`src/liu_drive_cfg.svh`:
```
// Offsets, field positions and reset values of the line interface drive register
`ifndef LIU_DRIVE_CFG_SVH
`define LIU_DRIVE_CFG_SVH

`define LIDC_OFFSET 8'h80
`define LIDC_RESET 8'h08
`define LIDC_CHANNELS 8
`define LIDC_BIT_SPARE_HI 7
`define LIDC_BIT_SPARE_LO 6
`define LIDC_BIT_RX_EQ_BYPASS 5
`define LIDC_BIT_TX_ALL_ONES 4
`define LIDC_BIT_CODEC_DISABLE 3
`define LIDC_BIT_BUILD_OUT 2
`define LIDC_BIT_REMOTE_LOOP 1
`define LIDC_BIT_LOCAL_LOOP 0
`define LIDC_UNMAPPED_DATA 8'h00

`endif

```
`src/liu_drive_pkg.sv`:
```
// Types shared by the line interface drive control block
`default_nettype none

package liu_drive_pkg;

  typedef logic [7:0] ctlByte_t;
  typedef logic [2:0] chanIdx_t;

  // LIU control pins of one channel, in register bit order 5 down to 0
  typedef struct packed {
    logic rxEqBypass;
    logic txAllOnes;
    logic codecDisable;
    logic buildOutSelect;
    logic remoteLoop;
    logic localLoop;
  } liuPins_t;

  // One microprocessor access
  typedef struct packed {
    logic sel;
    logic wr;
    logic rd;
    chanIdx_t chan;
    logic [7:0] addr;
    ctlByte_t wdata;
  } cpuReq_t;

endpackage

`default_nettype wire

```
`src/liu_drive_channel.sv`:
```
// One channel's line interface drive register and its pin mapping
`timescale 1ns/1ps
`default_nettype none
`include "liu_drive_cfg.svh"

module liu_drive_channel
  import liu_drive_pkg::*;
(
  // Clock and reset
  input wire logic clk,
  input wire logic rst_b,
  // Write port
  input wire logic wrEn,
  input wire ctlByte_t wrData,
  // Register and pins
  output ctlByte_t ctl,
  output liuPins_t pins
);

  // ****************************************
  // Storage
  // ****************************************
  always_ff @(posedge clk or negedge rst_b) begin
    if (!rst_b) begin
      ctl <= `LIDC_RESET;
    end else if (wrEn) begin
      ctl <= wrData;
    end
  end

  // ****************************************
  // Pins mirror the stored bits, no gating
  // ****************************************
  assign pins.rxEqBypass = ctl[`LIDC_BIT_RX_EQ_BYPASS];
  assign pins.txAllOnes = ctl[`LIDC_BIT_TX_ALL_ONES];
  assign pins.codecDisable = ctl[`LIDC_BIT_CODEC_DISABLE];
  assign pins.buildOutSelect = ctl[`LIDC_BIT_BUILD_OUT];
  assign pins.remoteLoop = ctl[`LIDC_BIT_REMOTE_LOOP];
  assign pins.localLoop = ctl[`LIDC_BIT_LOCAL_LOOP];

endmodule

`default_nettype wire

```
`src/line_interface_drive_control.sv`:
```
// Eight-channel line interface drive control register bank with LIU pins
// Function
// - Each channel has 8-bit read/write register at 0x80, reset 0x08.
// - Bit 5 drives receive equalizer bypass pin high or low.
// - Bit 4 drives transmit all-ones pin high or low.
// - Bit 3 drives LIU encoder disable pin high or low.
// - Bit 2 drives transmit build-out select pin high or low.
// - Bit 1 drives remote loop-back pin high or low.
// - Bit 0 drives local loop-back pin high or low.
// - Pins mirror register bits only, usable as general outputs.
`timescale 1ns/1ps
`default_nettype none
`include "liu_drive_cfg.svh"

module line_interface_drive_control
  import liu_drive_pkg::*;
(
  // Clock and reset
  input wire logic clk,
  input wire logic rst_b,
  // Microprocessor port, synchronous to clk
  input wire cpuReq_t cpuReq,
  output logic cpuAck,
  output ctlByte_t cpuRdata,
  // LIU control pins, one bit per channel
  output logic [7:0] rxEqBypassOut,
  output logic [7:0] txAllOnesOut,
  output logic [7:0] codecDisableOut,
  output logic [7:0] buildOutSelectOut,
  output logic [7:0] remoteLoopbackOut,
  output logic [7:0] localLoopbackOut
);

  // ****************************************
  // Address decode
  // ****************************************
  function automatic logic hitsDrive(input logic [7:0] addr);
    hitsDrive = (addr == `LIDC_OFFSET);
  endfunction

  wire logic wrHit;
  wire logic rdStrobe;
  wire logic rdHit;
  assign wrHit = cpuReq.sel && cpuReq.wr && hitsDrive(cpuReq.addr);
  assign rdStrobe = cpuReq.sel && cpuReq.rd;
  assign rdHit = rdStrobe && hitsDrive(cpuReq.addr);

  // ****************************************
  // Channel registers
  // ****************************************
  ctlByte_t ctlReg [`LIDC_CHANNELS];
  liuPins_t chanPins [`LIDC_CHANNELS];

  genvar gi;
  generate
    for (gi = 0; gi < `LIDC_CHANNELS; gi++) begin : gChan
      wire logic chanWr;
      assign chanWr = wrHit && (cpuReq.chan == chanIdx_t'(gi));
      liu_drive_channel uChan (
        .clk(clk),
        .rst_b(rst_b),
        .wrEn(chanWr),
        .wrData(cpuReq.wdata),
        .ctl(ctlReg[gi]),
        .pins(chanPins[gi])
      );
      // Pins leave straight from the channel flops so they move in the cycle after the write
      assign rxEqBypassOut[gi] = chanPins[gi].rxEqBypass;
      assign txAllOnesOut[gi] = chanPins[gi].txAllOnes;
      assign codecDisableOut[gi] = chanPins[gi].codecDisable;
      assign buildOutSelectOut[gi] = chanPins[gi].buildOutSelect;
      assign remoteLoopbackOut[gi] = chanPins[gi].remoteLoop;
      assign localLoopbackOut[gi] = chanPins[gi].localLoop;
    end
  endgenerate

  // ****************************************
  // Read data and acknowledge
  // ****************************************
  // Unmapped offsets answer with zero so software never hangs on a stray address
  wire ctlByte_t next_cpuRdata;
  wire logic next_cpuAck;
  assign next_cpuRdata = rdHit ? ctlReg[cpuReq.chan] : `LIDC_UNMAPPED_DATA;
  assign next_cpuAck = cpuReq.sel && (cpuReq.rd || cpuReq.wr);

  always_ff @(posedge clk or negedge rst_b) begin
    if (!rst_b) begin
      cpuRdata <= `LIDC_UNMAPPED_DATA;
      cpuAck <= 1'b0;
    end else begin
      cpuRdata <= next_cpuRdata;
      cpuAck <= next_cpuAck;
    end
  end

  // ****************************************
  // Checks
  // ****************************************
  logic afterReset;
  always_ff @(posedge clk or negedge rst_b) begin
    if (!rst_b) begin
      afterReset <= 1'b0;
    end else begin
      afterReset <= 1'b1;
    end
  end

  generate
    for (gi = 0; gi < `LIDC_CHANNELS; gi++) begin : gCheck

    end
  endgenerate
endmodule

`default_nettype wire

```
`config.mk`:
```
export PLATFORM = sky130hd
export DESIGN_NAME = line_interface_drive_control
export DESIGN_NICKNAME = d
export VERILOG_FILES = /design/src/liu_drive_pkg.sv /design/src/liu_drive_channel.sv /design/src/line_interface_drive_control.sv
export VERILOG_INCLUDE_DIRS = /design/src
export SDC_FILE = /design/constraint.sdc
export NUM_CORES = 1
export LEC_CHECK = 0
export BUFFER_PORTS_ARGS = -buffer_cell sky130_fd_sc_hd__clkbuf_2
export CORE_MARGIN = 10
export CORE_UTILIZATION = 59
export DETAILED_ROUTE_END_ITERATION = 8
export GPL_TIMING_DRIVEN = 0
export PLACE_DENSITY = 0.85
export RECOVER_POWER = 25
export SYNTH_ARGS = -nofsm -noshare
export SYNTH_HDL_FRONTEND = slang
export SYNTH_SLANG_ARGS = --single-unit
```
`constraint.sdc`:
```
create_clock -name clk -period 3.35 [get_ports clk]
set_input_delay 0.1675 -clock clk [delete_from_list [all_inputs] [get_ports clk]]
set_output_delay 0.1675 -clock clk [all_outputs]
set_load 0.005 [all_outputs]
```
# Word-level counts from Yosys, hierarchy flattened

Cells that the tools add are included.

Order comparisons: 1
Equal/unequal tests: 8
Muxes and demuxes: 4
Bitwise logic cells: 1
Reduce and logical (&&, ||, !) cells: 15

Operator list:

| operator                                                        | number |
|---|---|
| 8-bit binary-select mux with 3-bit select                       | 1 |
| 8-bit two-way mux                                               | 3 |
| 1-bit logical AND                                               | 13 |
| 3-bit == test, second input constant                            | 4 |
| 8-bit == test, second input constant                            | 1 |
| 3-bit by 2-bit == test with 1-bit output, second input constant | 2 |
| 4-bit >= comparator, second input constant                      | 1 |
| 3-bit inverter with 4-bit output                                | 1 |
| 3-bit by 1-bit == test with 1-bit output, second input constant | 1 |
| 3-bit zero test                                                 | 1 |
| 1-bit logical OR                                                | 1 |

Flip-flop bits (word level): 73
Input port bits: 24
Output and inout port bits: 57
Logic and storage cells: 39

# Longest topological paths before layout

Gate-level depths: netlist of the first run.

Depth in word-level cells: 5
Depth in mapped cells: 5
Depth with buffers taken out: 3

# By module

A second synthesis of the first run with hierarchy kept.

Cell total of the unflattened synthesis: 249
Area total of the unflattened synthesis: 3873.7 um^2

By module, submodules not included:

| module                       | instances | cells each | area an instance (um^2) | sequential area each (um^2) |
|---|---|---|---|---|
| liu_drive_channel            | 8         | 23         | 377.9                   | 201.4 |
| line_interface_drive_control | 1         | 65         | 850.8                   | 225.2 |

# Worst setup path after synthesis of the first run

OpenSTA, ideal clock, no wires.

Path kind: input-to-reg
Start: input cpuReq[14] (netlist bit)
End: register gChan[0].uChan.ctl[0]
Setup time: 125 ps
Arrival: 1837 ps
Data required time: 3225 ps
Setup slack: 1388 ps
Stages: 4
Buffers on the path: 1
Cell sequence: or4b_1 > buf_6 > nor4_4 > mux2_4

Cells in the longest elaborated chain, start to end: 3

RTL lines:

| element                 | line                               | text |
|---|---|---|
| start: declaration      | line_interface_drive_control.sv:22 | `input wire cpuReq_t cpuReq,` |
| 8-bit == test (no line) | -                                  |  |
| 1-bit logical AND       | line_interface_drive_control.sv:44 | `assign wrHit = cpuReq.sel && cpuReq.wr && hitsDrive(cpuReq.addr);` |
| 1-bit logical AND       | line_interface_drive_control.sv:58 | `assign chanWr = wrHit && (cpuReq.chan == chanIdx_t'(gi));` |
| end signal: assignment  | liu_drive_channel.sv:25            | `` ctl <= `LIDC_RESET; `` |
| end signal: assignment  | liu_drive_channel.sv:27            | `ctl <= wrData;` |
| end: declaration        | liu_drive_channel.sv:16            | `output ctlByte_t ctl,` |

Every way passes these cells.
A chain may end at the register's enable or synchronous reset.

# Final worst setup path of the first run

Start: input cpuReq[14] (netlist bit)
End: register cpuRdata[3]

Cells in the longest elaborated chain, start to end: 3

RTL lines:

| element                     | line                               | text |
|---|---|---|
| 8-bit == test (no line)     | -                                  |  |
| 1-bit logical AND           | line_interface_drive_control.sv:46 | `assign rdHit = rdStrobe && hitsDrive(cpuReq.addr);` |
| 8-bit two-way mux (no line) | -                                  |  |
| via next_cpuRdata[3]        | line_interface_drive_control.sv:81 | `wire ctlByte_t next_cpuRdata;` |
| end signal: assignment      | line_interface_drive_control.sv:88 | `` cpuRdata <= `LIDC_UNMAPPED_DATA; `` |
| end signal: assignment      | line_interface_drive_control.sv:91 | `cpuRdata <= next_cpuRdata;` |
| end: declaration            | line_interface_drive_control.sv:24 | `output ctlByte_t cpuRdata,` |

The timed path passes the listed nets, and every way through them passes these cells.

==> results of run 1 <==
## logic make-up (layout without fill, tap and decap cells)
group | Yosys count | count (layout) | share of synthesized area [%]
mux | 88 | 88 | 28.9
flops | 73 | 73 | 48.7
compound gates | 9 | 9 | 1.79
buf+inv | 56 | 153 | 11.0
simple gates | 37 | 37 | 9.62
## sequential cells by signal (all words and copies together) (netlist names)
signal / count
gChan.uChan.ctl: 64
cpuRdata: 8
cpuAck: 1
## cell usage after synthesis
cell      count
a22oi_1       8
and3_1        8
buf_2         1
buf_4        48
buf_6         3
clkbuf_1      4
dfrtp_1      65
dfstp_2       8
mux2_2       56
mux2_4        8
mux2i_1      16
mux4_2        8
nand2_1       1
nand2b_1      9
nand3_1       1
nand3b_1      2
nor2_1        1
nor2b_1       1
nor4_1        1
nor4_4        8
o21a_1        1
or2b_4        1
or3b_2        2
or4_1         1
or4b_1        1
## power by group through the flow
stage	Clock (W)	Sequential, W	Combinational, W
2_1_floorplan	0	0.000905	0.0000527
3_3_place_gp	0	0.000905	0.000107
3_5_place_dp	0	0.000905	0.000115
4_1_cts	0.000632	0.000888	0.000116
5_1_grt	0.000678	0.000888	0.000125
6_report	0.000625	0.000888	0.000114
## critical path, stage by stage
cell      delay [ns]
clkbuf_2        0.07
or4b_1          0.55
buf_6           0.20
nor4_1          0.96
and3_1          0.32
## stage by stage
step                      std cells  hold slack, ns
after global placement          419           0.448
after detailed placement        420          0.0985
after CTS                       437          0.0821
after global routing            437          0.0831
final                           437           0.102
after floorplan                 263          -0.128
## final timing paths
| kind | from | to | slack (ns) | cells after the start |
|---|---|---|---|---|
| hold / removal | cpuReq[19] | cpuAck | 0.10 | 2 |
| max in group asynchronous | rst_b | gChan[6].uChan.ctl[3] | 1.91 | 3 |
| hold reg to reg | gChan[7].uChan.ctl[6] | gChan[7].uChan.ctl[6] | 0.51 | 1 |
| setup reg to reg | gChan[7].uChan.ctl[0] | cpuRdata[0] | 2.01 | 3 |
| setup / recovery | cpuReq[14] | cpuRdata[3] | 1.35 | 5 |
| min in group asynchronous | rst_b | gChan[6].uChan.ctl[4] | 0.55 | 2 |
## layer usage
layer	part of all wire, %	wire length, µm	vias up
met3	5.5	467	13
met1	43	3620	1184
met5	0	0	-
met4	1.7	141	0
li1	-	-	1094
met2	50	4190	68
## area by class of cell
type | count | share of cell area (%)
Timing Repair Buffer | 81 | 9.62
Multi-Input combinational cell | 134 | 34.0
Clock inverter | 2 | 0.280
Sequential cell | 73 | 41.1
Clock buffer | 14 | 3.64
Tap cell | 77 | 2.15
Buffer | 56 | 9.26
## what timing repair did
item | CTS | global route
resized for setup | 0 | 0
endpoints found under the hold margin | 17 | 0
hold buffers | 1 | 0
==> results.py, run 1 <==
metrics = {
    "status": {
        "status": "finished, final reports clean",
    },
    "pwr": {
        "p_sw_w": 0.000389,
        "power_density_mw_per_mm2": 364,
        "p_total_w": 0.00163,
        "combPwrFrac_pct": 7.0,
        "ir_drop_v": 0.000247,
        "switching_share_pct": 23.9,
        "power_leakage_nw": 2.42,
        "seq_power_share_pct": 54.6,
        "p_int_w": 0.00124,
        "clkPwrFrac_pct": 38.4,
    },
    "clocking": {
        "worstSkewPairLatency_ns": 0.35,
        "cts_tree": "done",
        "cts_sinks": 73,
        "cts_setup_buffers": 0,
        "clockBufferDepth": 2,
        "numCtsBuffers": 9,
        "clock-root-buffer": "clkbuf_8",
        "htree_levels": 3,
        "clk_pin_slew_ns": 0.07,
    },
    "finish": {
        "fill_cells": 444,
        "final_cell_area_mm2": 0.00447,
        "layout_commonest_cell": "clkbuf_2",
        "syn_to_final_growth_pct": 18.6,
        "antenna_cells": 0,
        "final_util_pct": 71.3,
        "layout_common_cells": "clkbuf_2, dfrtp_1, mux2_2",
        "register_area_mm2": 0.00184,
        "fin_nets": 379,
        "drive_above_1_share_pct": 65.0,
        "multi_input_area_mm2": 0.00152,
    },
    "sta": {
        "setup_slack_ns": 1.35,
        "hold_violations": 0,
        "fmax_mhz": 501,
        "skew_ns": 0.00651,
        "slew_headroom_pct": 20.4,
        "period_share_pct": 59.6,
        "timing_worst_slew_pin_value_ns": 1.18,
        "slew_viol_final": 0,
        "rsz0062_at_grt": "no",
        "period_minus_slack_ns": 2.00,
        "finalSetupTns_ns": 0,
        "setup_viol": 0,
    },
    "yosys": {
        "yosysWarnings": 0,
        "ys_types": 25,
        "avgSynthCellArea_um2": 14.3,
        "syn_nets": 287,
        "ys_seq_area_share_pct": 48.7,
        "synth_seq_cells": 73,
        "synthCells": 263,
        "yosysTopAreaCell": "dfrtp_1",
        "synth_top_area_share_pct": 43.1,
        "synth.area.top_cells": "dfrtp_1, mux2_2, buf_4, dfstp_2, mux4_2",
        "syn_area_mm2": 0.00377,
    },
    "run": {
        "maxCapViolations": 0,
    },
    "grt": {
        "grt_pass1_vias": 2685,
        "grtUsageTotal_pct": 17.4,
        "antenna_found_initial": 0,
        "grt_util_met2_pct": 28.5,
        "use_met1_pct": 20.9,
        "grtUsageMet3_pct": 4.60,
        "grt_pass1_wl_mm": 13.6,
        "grt_overflow": 0,
        "grt_max_degree": 57,
        "top_usage_layer": "met2",
    },
    "floorplan": {
        "die_w_um": 100,
        "num_io_pins": 81,
        "die_y_um": 100,
        "die_area_mm2": 0.00999,
        "rows": 29,
        "start_util_pct": 60.1,
        "core_area_mm2": 0.00628,
    },
    "placement": {
        "place.gp.congestion": 0.766,
        "dpl_cell_area_mm2": 0.00429,
        "io_buffers": 79,
        "post-place-ws_ns": 1.02,
        "place_hpwl_mm": 6.21,
    },
    "setup_path": {
        "cp-end-kind": "register",
        "crit_arrival_ns": 2.27,
        "path_class": "in -> reg",
        "start_kind": "input pin",
        "required_ns": 3.63,
        "cp_max_fo": 9,
    },
    "min_path": {
        "hold_class": "in -> reg",
    },
    "routing": {
        "vias": 2359,
        "ant_nets": 0,
        "drc": 0,
        "dr.pass1.iters": 4,
        "routedWlPerCell_um": 19.3,
        "wirelength_mm": 8.42,
        "vias_per_cell": 5.40,
        "drt-initial-drc-count": 101,
    },
}
Note: power is estimated with default switching activity, not from simulation.
==> run 2, diff against run 1 <==
Settings changed: CORE_UTILIZATION 59 to 49, PLACE_DENSITY 0.85 to 0.76.
Clock period 3.35 ns to 1.7 ns, I/O delays scaled along.
==> results.py, run 2 (synthesized netlist as in run 1, its figures left out) <==
metrics = {
    "status": {
        "status": "finished, final reports clean",
    },
    "routing": {
        "drt-initial-drc-count": 150,
        "vias": 2455,
        "dr.pass1.iters": 4,
        "vias_per_cell": 5.18,
        "ant_nets": 0,
        "routedWlPerCell_um": 19.5,
        "drc": 0,
        "wirelength_mm": 9.24,
    },
    "grt": {
        "grtUsageMet3_pct": 5.33,
        "use_met1_pct": 20.6,
        "grt_pass1_wl_mm": 14.6,
        "grt_overflow": 0,
        "grt_util_met2_pct": 25.8,
        "grt_max_degree": 49,
        "grt_pass1_vias": 2693,
        "top_usage_layer": "met2",
        "grtUsageTotal_pct": 16.1,
        "antenna_found_initial": 0,
    },
    "sta": {
        "slew_viol_final": 0,
        "finalSetupTns_ns": 0,
        "hold_violations": 0,
        "skew_ns": 0.00702,
        "rsz0062_at_grt": "no",
        "fmax_mhz": 654,
        "period_share_pct": 89.9,
        "period_minus_slack_ns": 1.53,
        "setup_slack_ns": 0.172,
        "setup_viol": 0,
        "slew_headroom_pct": 43.6,
        "timing_worst_slew_pin_value_ns": 0.846,
    },
    "setup_path": {
        "r2r_start": "gChan[6].uChan.ctl[1]",
        "start_kind": "input pin",
        "r2r_end": "cpuRdata[1]",
        "cp-end-kind": "register",
        "cpPeakStageDelay_ns": 0.53,
        "crit_chain": "clkbuf_2 > or4_4 > buf_6 > nor4_4 > buf_12 > mux2_2",
        "required_ns": 1.92,
        "path_class": "in -> reg",
        "crit_arrival_ns": 1.75,
        "cp_max_fo": 8,
        "ff2ff_setup_slack_ns": 0.37,
        "critPathSlowestCell": "or4_4",
        "reg2reg_depth": 3,
    },
    "clocking": {
        "worstSkewPairLatency_ns": 0.33,
        "cts_sinks": 73,
        "cts_tree": "done",
        "htree_levels": 3,
        "clock-root-buffer": "clkbuf_8",
        "clk_pin_slew_ns": 0.07,
        "numCtsBuffers": 9,
        "clockBufferDepth": 2,
    },
    "finish": {
        "layout_common_cells": "clkbuf_2, dfrtp_1, buf_4",
        "drive_above_1_share_pct": 67.5,
        "layout_commonest_cell": "clkbuf_2",
        "largest_reg_flops": 64,
        "final_util_pct": 65.5,
        "syn_to_final_growth_pct": 28.0,
        "fill_cells": 574,
        "reg_top3": "gChan.uChan.ctl (64), cpuRdata (8), cpuAck (1)",
        "fin_nets": 394,
        "fin_cells": 474,
        "largest-register": "gChan.uChan.ctl",
        "antenna_cells": 0,
    },
    "placement": {
        "dp.cells": 443,
        "io_buffers": 79,
        "place.gp.congestion": 0.791,
        "post-place-ws_ns": -0.695,
        "place_hpwl_mm": 6.45,
    },
    "pwr": {
        "p_total_w": 0.00322,
        "power_density_mw_per_mm2": 666,
        "ir_drop_v": 0.000331,
        "power_leakage_nw": 2.56,
    },
    "floorplan": {
        "die_w_um": 108,
        "start_util_pct": 51.2,
        "core_area_mm2": 0.00737,
        "num_io_pins": 81,
        "die_y_um": 108,
        "rows": 31,
        "die_area_mm2": 0.0116,
    },
    "run": {
        "maxCapViolations": 0,
    },
    "min_path": {
        "hold_start": "cpuReq[6]",
        "holdPathEnd": "gChan[2].uChan.ctl[6]",
        "hold_class": "in -> reg",
        "min_path_cells": 2,
    },
}
## run 2: cell count changes in the layout (fill, tap and decap cells not counted), sizes merged
cell | previous run | this run
buf | 53 | 66
dlygate4sd3 | 1 | 3
## run 2: area by class of cell
class	instances	area [µm²]	area share (%)
buffer	56	419	8.68
clock buffer	14	163	3.37
clock inverter	2	12.5	0.259
multi-input combinational	134	1660	34.4
sequential	73	1840	38.0
tap	99	124	2.57
timing repair buffer	96	611	12.6
## run 2: report_power, final
part           switching (W)  total (W)  internal, W  leakage, nW
logic               0.000145   0.000239    0.0000942         1.48
clock network       0.000616    0.00123     0.000610       0.0867
registers         0.00000574    0.00175      0.00175        0.989
total               0.000767    0.00322      0.00245         2.56
## run 2: worst max-delay path: cells and delay by family
family,cells,cell delay [ns]
muxes,1,0.33
buffers and inverters,3,0.46
and+or+nand+nor,2,0.86
## run 2: worst max-delay path by stage
stage | depth (start not counted) | slack [ns] | startpoint | endpoint
after global placement | 5 | -0.78 | cpuReq[14] | cpuRdata[0]
after global routing | 6 | 0.10 | cpuReq[11] | gChan[7].uChan.ctl[6]
after detailed placement | 5 | -0.69 | cpuReq[18] | gChan[4].uChan.ctl[6]
final | 6 | 0.17 | cpuReq[11] | gChan[4].uChan.ctl[6]
after CTS | 6 | 0.19 | cpuReq[14] | cpuRdata[0]
after floorplan | 4 | -0.14 | cpuReq[11] | gChan[0].uChan.ctl[0]
## run 2: stage by stage
stage | hold WS [ns] | cell area (µm²)
final | 0.0906 | 4830
after detailed placement | 0.0551 | 4470
after global routing | 0.0817 | 4830
after global placement | 0.314 | 4430
after CTS | 0.0781 | 4830
after floorplan | -0.211 | 3910
## run 2: what timing repair did
action	4_1_cts	5_1_grt
hold endpoints to repair	26	0
hold buffers	3	0
setup buffers	12	0
setup endpoints to repair	67	0
gates resized for setup	2	0
## run 2: per-layer routing
layer  vias up  wire, µm
met2        88      4470
met4         0        80
li1       1118         -
met5         -         0
met3         8       733
met1      1241      3960
==> run 3, diff against run 2 <==
Settings changed: CORE_UTILIZATION 49 to 51, CTS_BUF_LIST set to sky130_fd_sc_hd__clkbuf_4 sky130_fd_sc_hd__clkbuf_8, PLACE_DENSITY 0.76 to 0.78, SETUP_SLACK_MARGIN set to 0.5.
==> results.py, run 3 (synthesized netlist as in run 1, its figures left out) <==
metrics = {
    "finish": {
        "fill_cells": 448,
        "fin_cells": 507,
        "layout_common_cells": "buf_6, dfrtp_1, mux2_4",
        "multi_input_area_mm2": 0.00178,
        "antenna_cells": 0,
        "register_area_mm2": 0.00184,
        "largest_reg_flops": 64,
        "fin_nets": 427,
        "largest-register": "gChan.uChan.ctl",
        "drive_above_1_share_pct": 71.8,
        "reg_top3": "gChan.uChan.ctl (64), cpuRdata (8), cpuAck (1)",
        "layout_commonest_cell": "buf_6",
        "syn_to_final_growth_pct": 46.7,
    },
    "grt": {
        "antenna_found_initial": 0,
        "grt_pass1_wl_mm": 16.4,
        "use_met1_pct": 22.9,
        "grtUsageTotal_pct": 18.4,
        "grt_util_met2_pct": 29.5,
        "top_usage_layer": "met2",
        "grt_pass1_vias": 2962,
        "grt_max_degree": 57,
        "grtUsageMet3_pct": 5.62,
        "grt_overflow": 0,
    },
    "setup_path": {
        "crit_arrival_ns": 1.76,
        "path_buf_inv": 4,
        "cp-end-kind": "register",
        "crit_chain": "clkbuf_2 > or4b_4 > buf_12 > buf_4 > nor4_4 > buf_6 > mux2_4",
        "path_class": "in -> reg",
        "cp_max_fo": 9,
        "cpPeakStageDelay_ns": 0.55,
        "start_kind": "input pin",
        "cpLargestDelayFamily": "simple AND/OR/NAND/NOR gates",
        "critPathSlowestCell": "or4b_4",
        "required_ns": 1.93,
    },
    "floorplan": {
        "num_io_pins": 81,
        "rows": 31,
        "die_y_um": 106,
        "core_area_mm2": 0.00721,
        "die_w_um": 106,
        "die_area_mm2": 0.0112,
        "start_util_pct": 52.3,
    },
    "run": {
        "maxCapViolations": 0,
    },
    "pwr": {
        "p_int_w": 0.00275,
        "power_leakage_nw": 2.84,
        "switching_share_pct": 23.0,
        "seq_power_share_pct": 48.9,
        "ir_drop_v": 0.000569,
        "power_density_mw_per_mm2": 646,
        "clkPwrFrac_pct": 43.6,
        "p_total_w": 0.00358,
        "combPwrFrac_pct": 7.4,
        "p_sw_w": 0.000823,
    },
    "routing": {
        "wirelength_mm": 10.7,
        "drt-initial-drc-count": 135,
        "drc": 0,
        "ant_nets": 0,
        "vias": 2689,
        "dr.pass1.iters": 4,
        "routedWlPerCell_um": 21.2,
        "vias_per_cell": 5.30,
    },
    "sta": {
        "slew_headroom_pct": 41.0,
        "skew_ns": 0.00614,
        "period_share_pct": 89.8,
        "timing_worst_slew_pin_value_ns": 0.885,
        "setup_viol": 0,
        "fmax_mhz": 655,
        "rsz0062_at_grt": "yes",
        "setup_slack_ns": 0.173,
        "period_minus_slack_ns": 1.53,
        "hold_violations": 0,
        "slew_viol_final": 0,
    },
    "placement": {
        "place.gp.congestion": 0.738,
        "post-place-ws_ns": -0.738,
        "place_hpwl_mm": 6.18,
        "dp.cells": 442,
        "io_buffers": 79,
    },
    "clocking": {
        "clockBufferDepth": 2,
        "cts_tree": "done",
        "clk_pin_slew_ns": 0.08,
        "cts_sinks": 73,
        "numCtsBuffers": 9,
        "worstSkewPairLatency_ns": 0.35,
        "htree_levels": 3,
        "clock-root-buffer": "clkbuf_8",
    },
    "min_path": {
        "hold_class": "in -> reg",
    },
    "status": {
        "status": "finished, final reports clean",
    },
}
[run 3: path summary, 6_finish.rpt]
check                                            from                    end  depth (start not counted)  slack (ns)
worst min-delay path                       cpuReq[20]                 cpuAck                          2        0.04
worst max-delay path                       cpuReq[14]  gChan[7].uChan.ctl[6]                          7        0.17
worst min register to register  gChan[6].uChan.ctl[7]  gChan[6].uChan.ctl[7]                          1        0.51
worst max register to register  gChan[4].uChan.ctl[0]            cpuRdata[0]                          3        0.35
min in group asynchronous                       rst_b  gChan[4].uChan.ctl[5]                          2        0.37
max in group asynchronous                       rst_b  gChan[7].uChan.ctl[3]                          3        0.32
[run 3: power by group through the flow]
| stage | clock network (W) | logic [W] | registers, W |
|---|---|---|---|
| floorplan | 0 | 0.000109 | 0.00178 |
| global placement | 0 | 0.000219 | 0.00178 |
| detailed placement | 0 | 0.000232 | 0.00178 |
| CTS | 0.00158 | 0.000254 | 0.00175 |
| global route | 0.00166 | 0.000286 | 0.00175 |
| finish | 0.00156 | 0.000265 | 0.00175 |
[run 3: worst reg2reg max path, delay by kind of cell, from the launching register on]
family / cells / cell delay, ns
flip-flops: 1 / 0.41
multiplexers: 1 / 0.49
AND/OR/NAND/NOR: 2 / 0.33
[run 3: cell type report]
cell class | instances | area share (%)
flip-flops and latches | 73 | 33.2
multi-input cells | 134 | 32.1
repair buffers | 129 | 19.1
plain buffers | 56 | 9.18
clock buffers | 11 | 2.74
well taps | 99 | 2.24
clock inverters | 5 | 1.40
[run 3: stage by stage]
stage / util, % / setup TNS, ns / cell area [µm²] / hold slack (ns)
after floorplan: - / -6.32 / 3920 / -0.211
after global placement: 61.5 / -35.51 / 4440 / 0.312
after detailed placement: 61.9 / -37.44 / 4470 / 0.000747
after CTS: 72.1 / 0 / 5200 / 0.0295
after global routing: 76.7 / 0 / 5530 / 0.0586
final: 76.7 / 0 / 5530 / 0.0441
[run 3: timing repair]
| item | in CTS | in global routing |
|---|---|---|
| hold endpoints to repair | 66 | 0 |
| hold buffers | 3 | 0 |
| setup buffers | 36 | 10 |
| resized for setup | 38 | 63 |
| pin swaps | 14 | 7 |
| setup endpoints to repair | 74 | 97 |
[run 3: per-layer routing]
layer	share of wire (%)	vias to the layer above
li1	-	1183
met1	41	1400
met2	51	92
met3	7.0	14
met4	1.2	0
met5	0	-
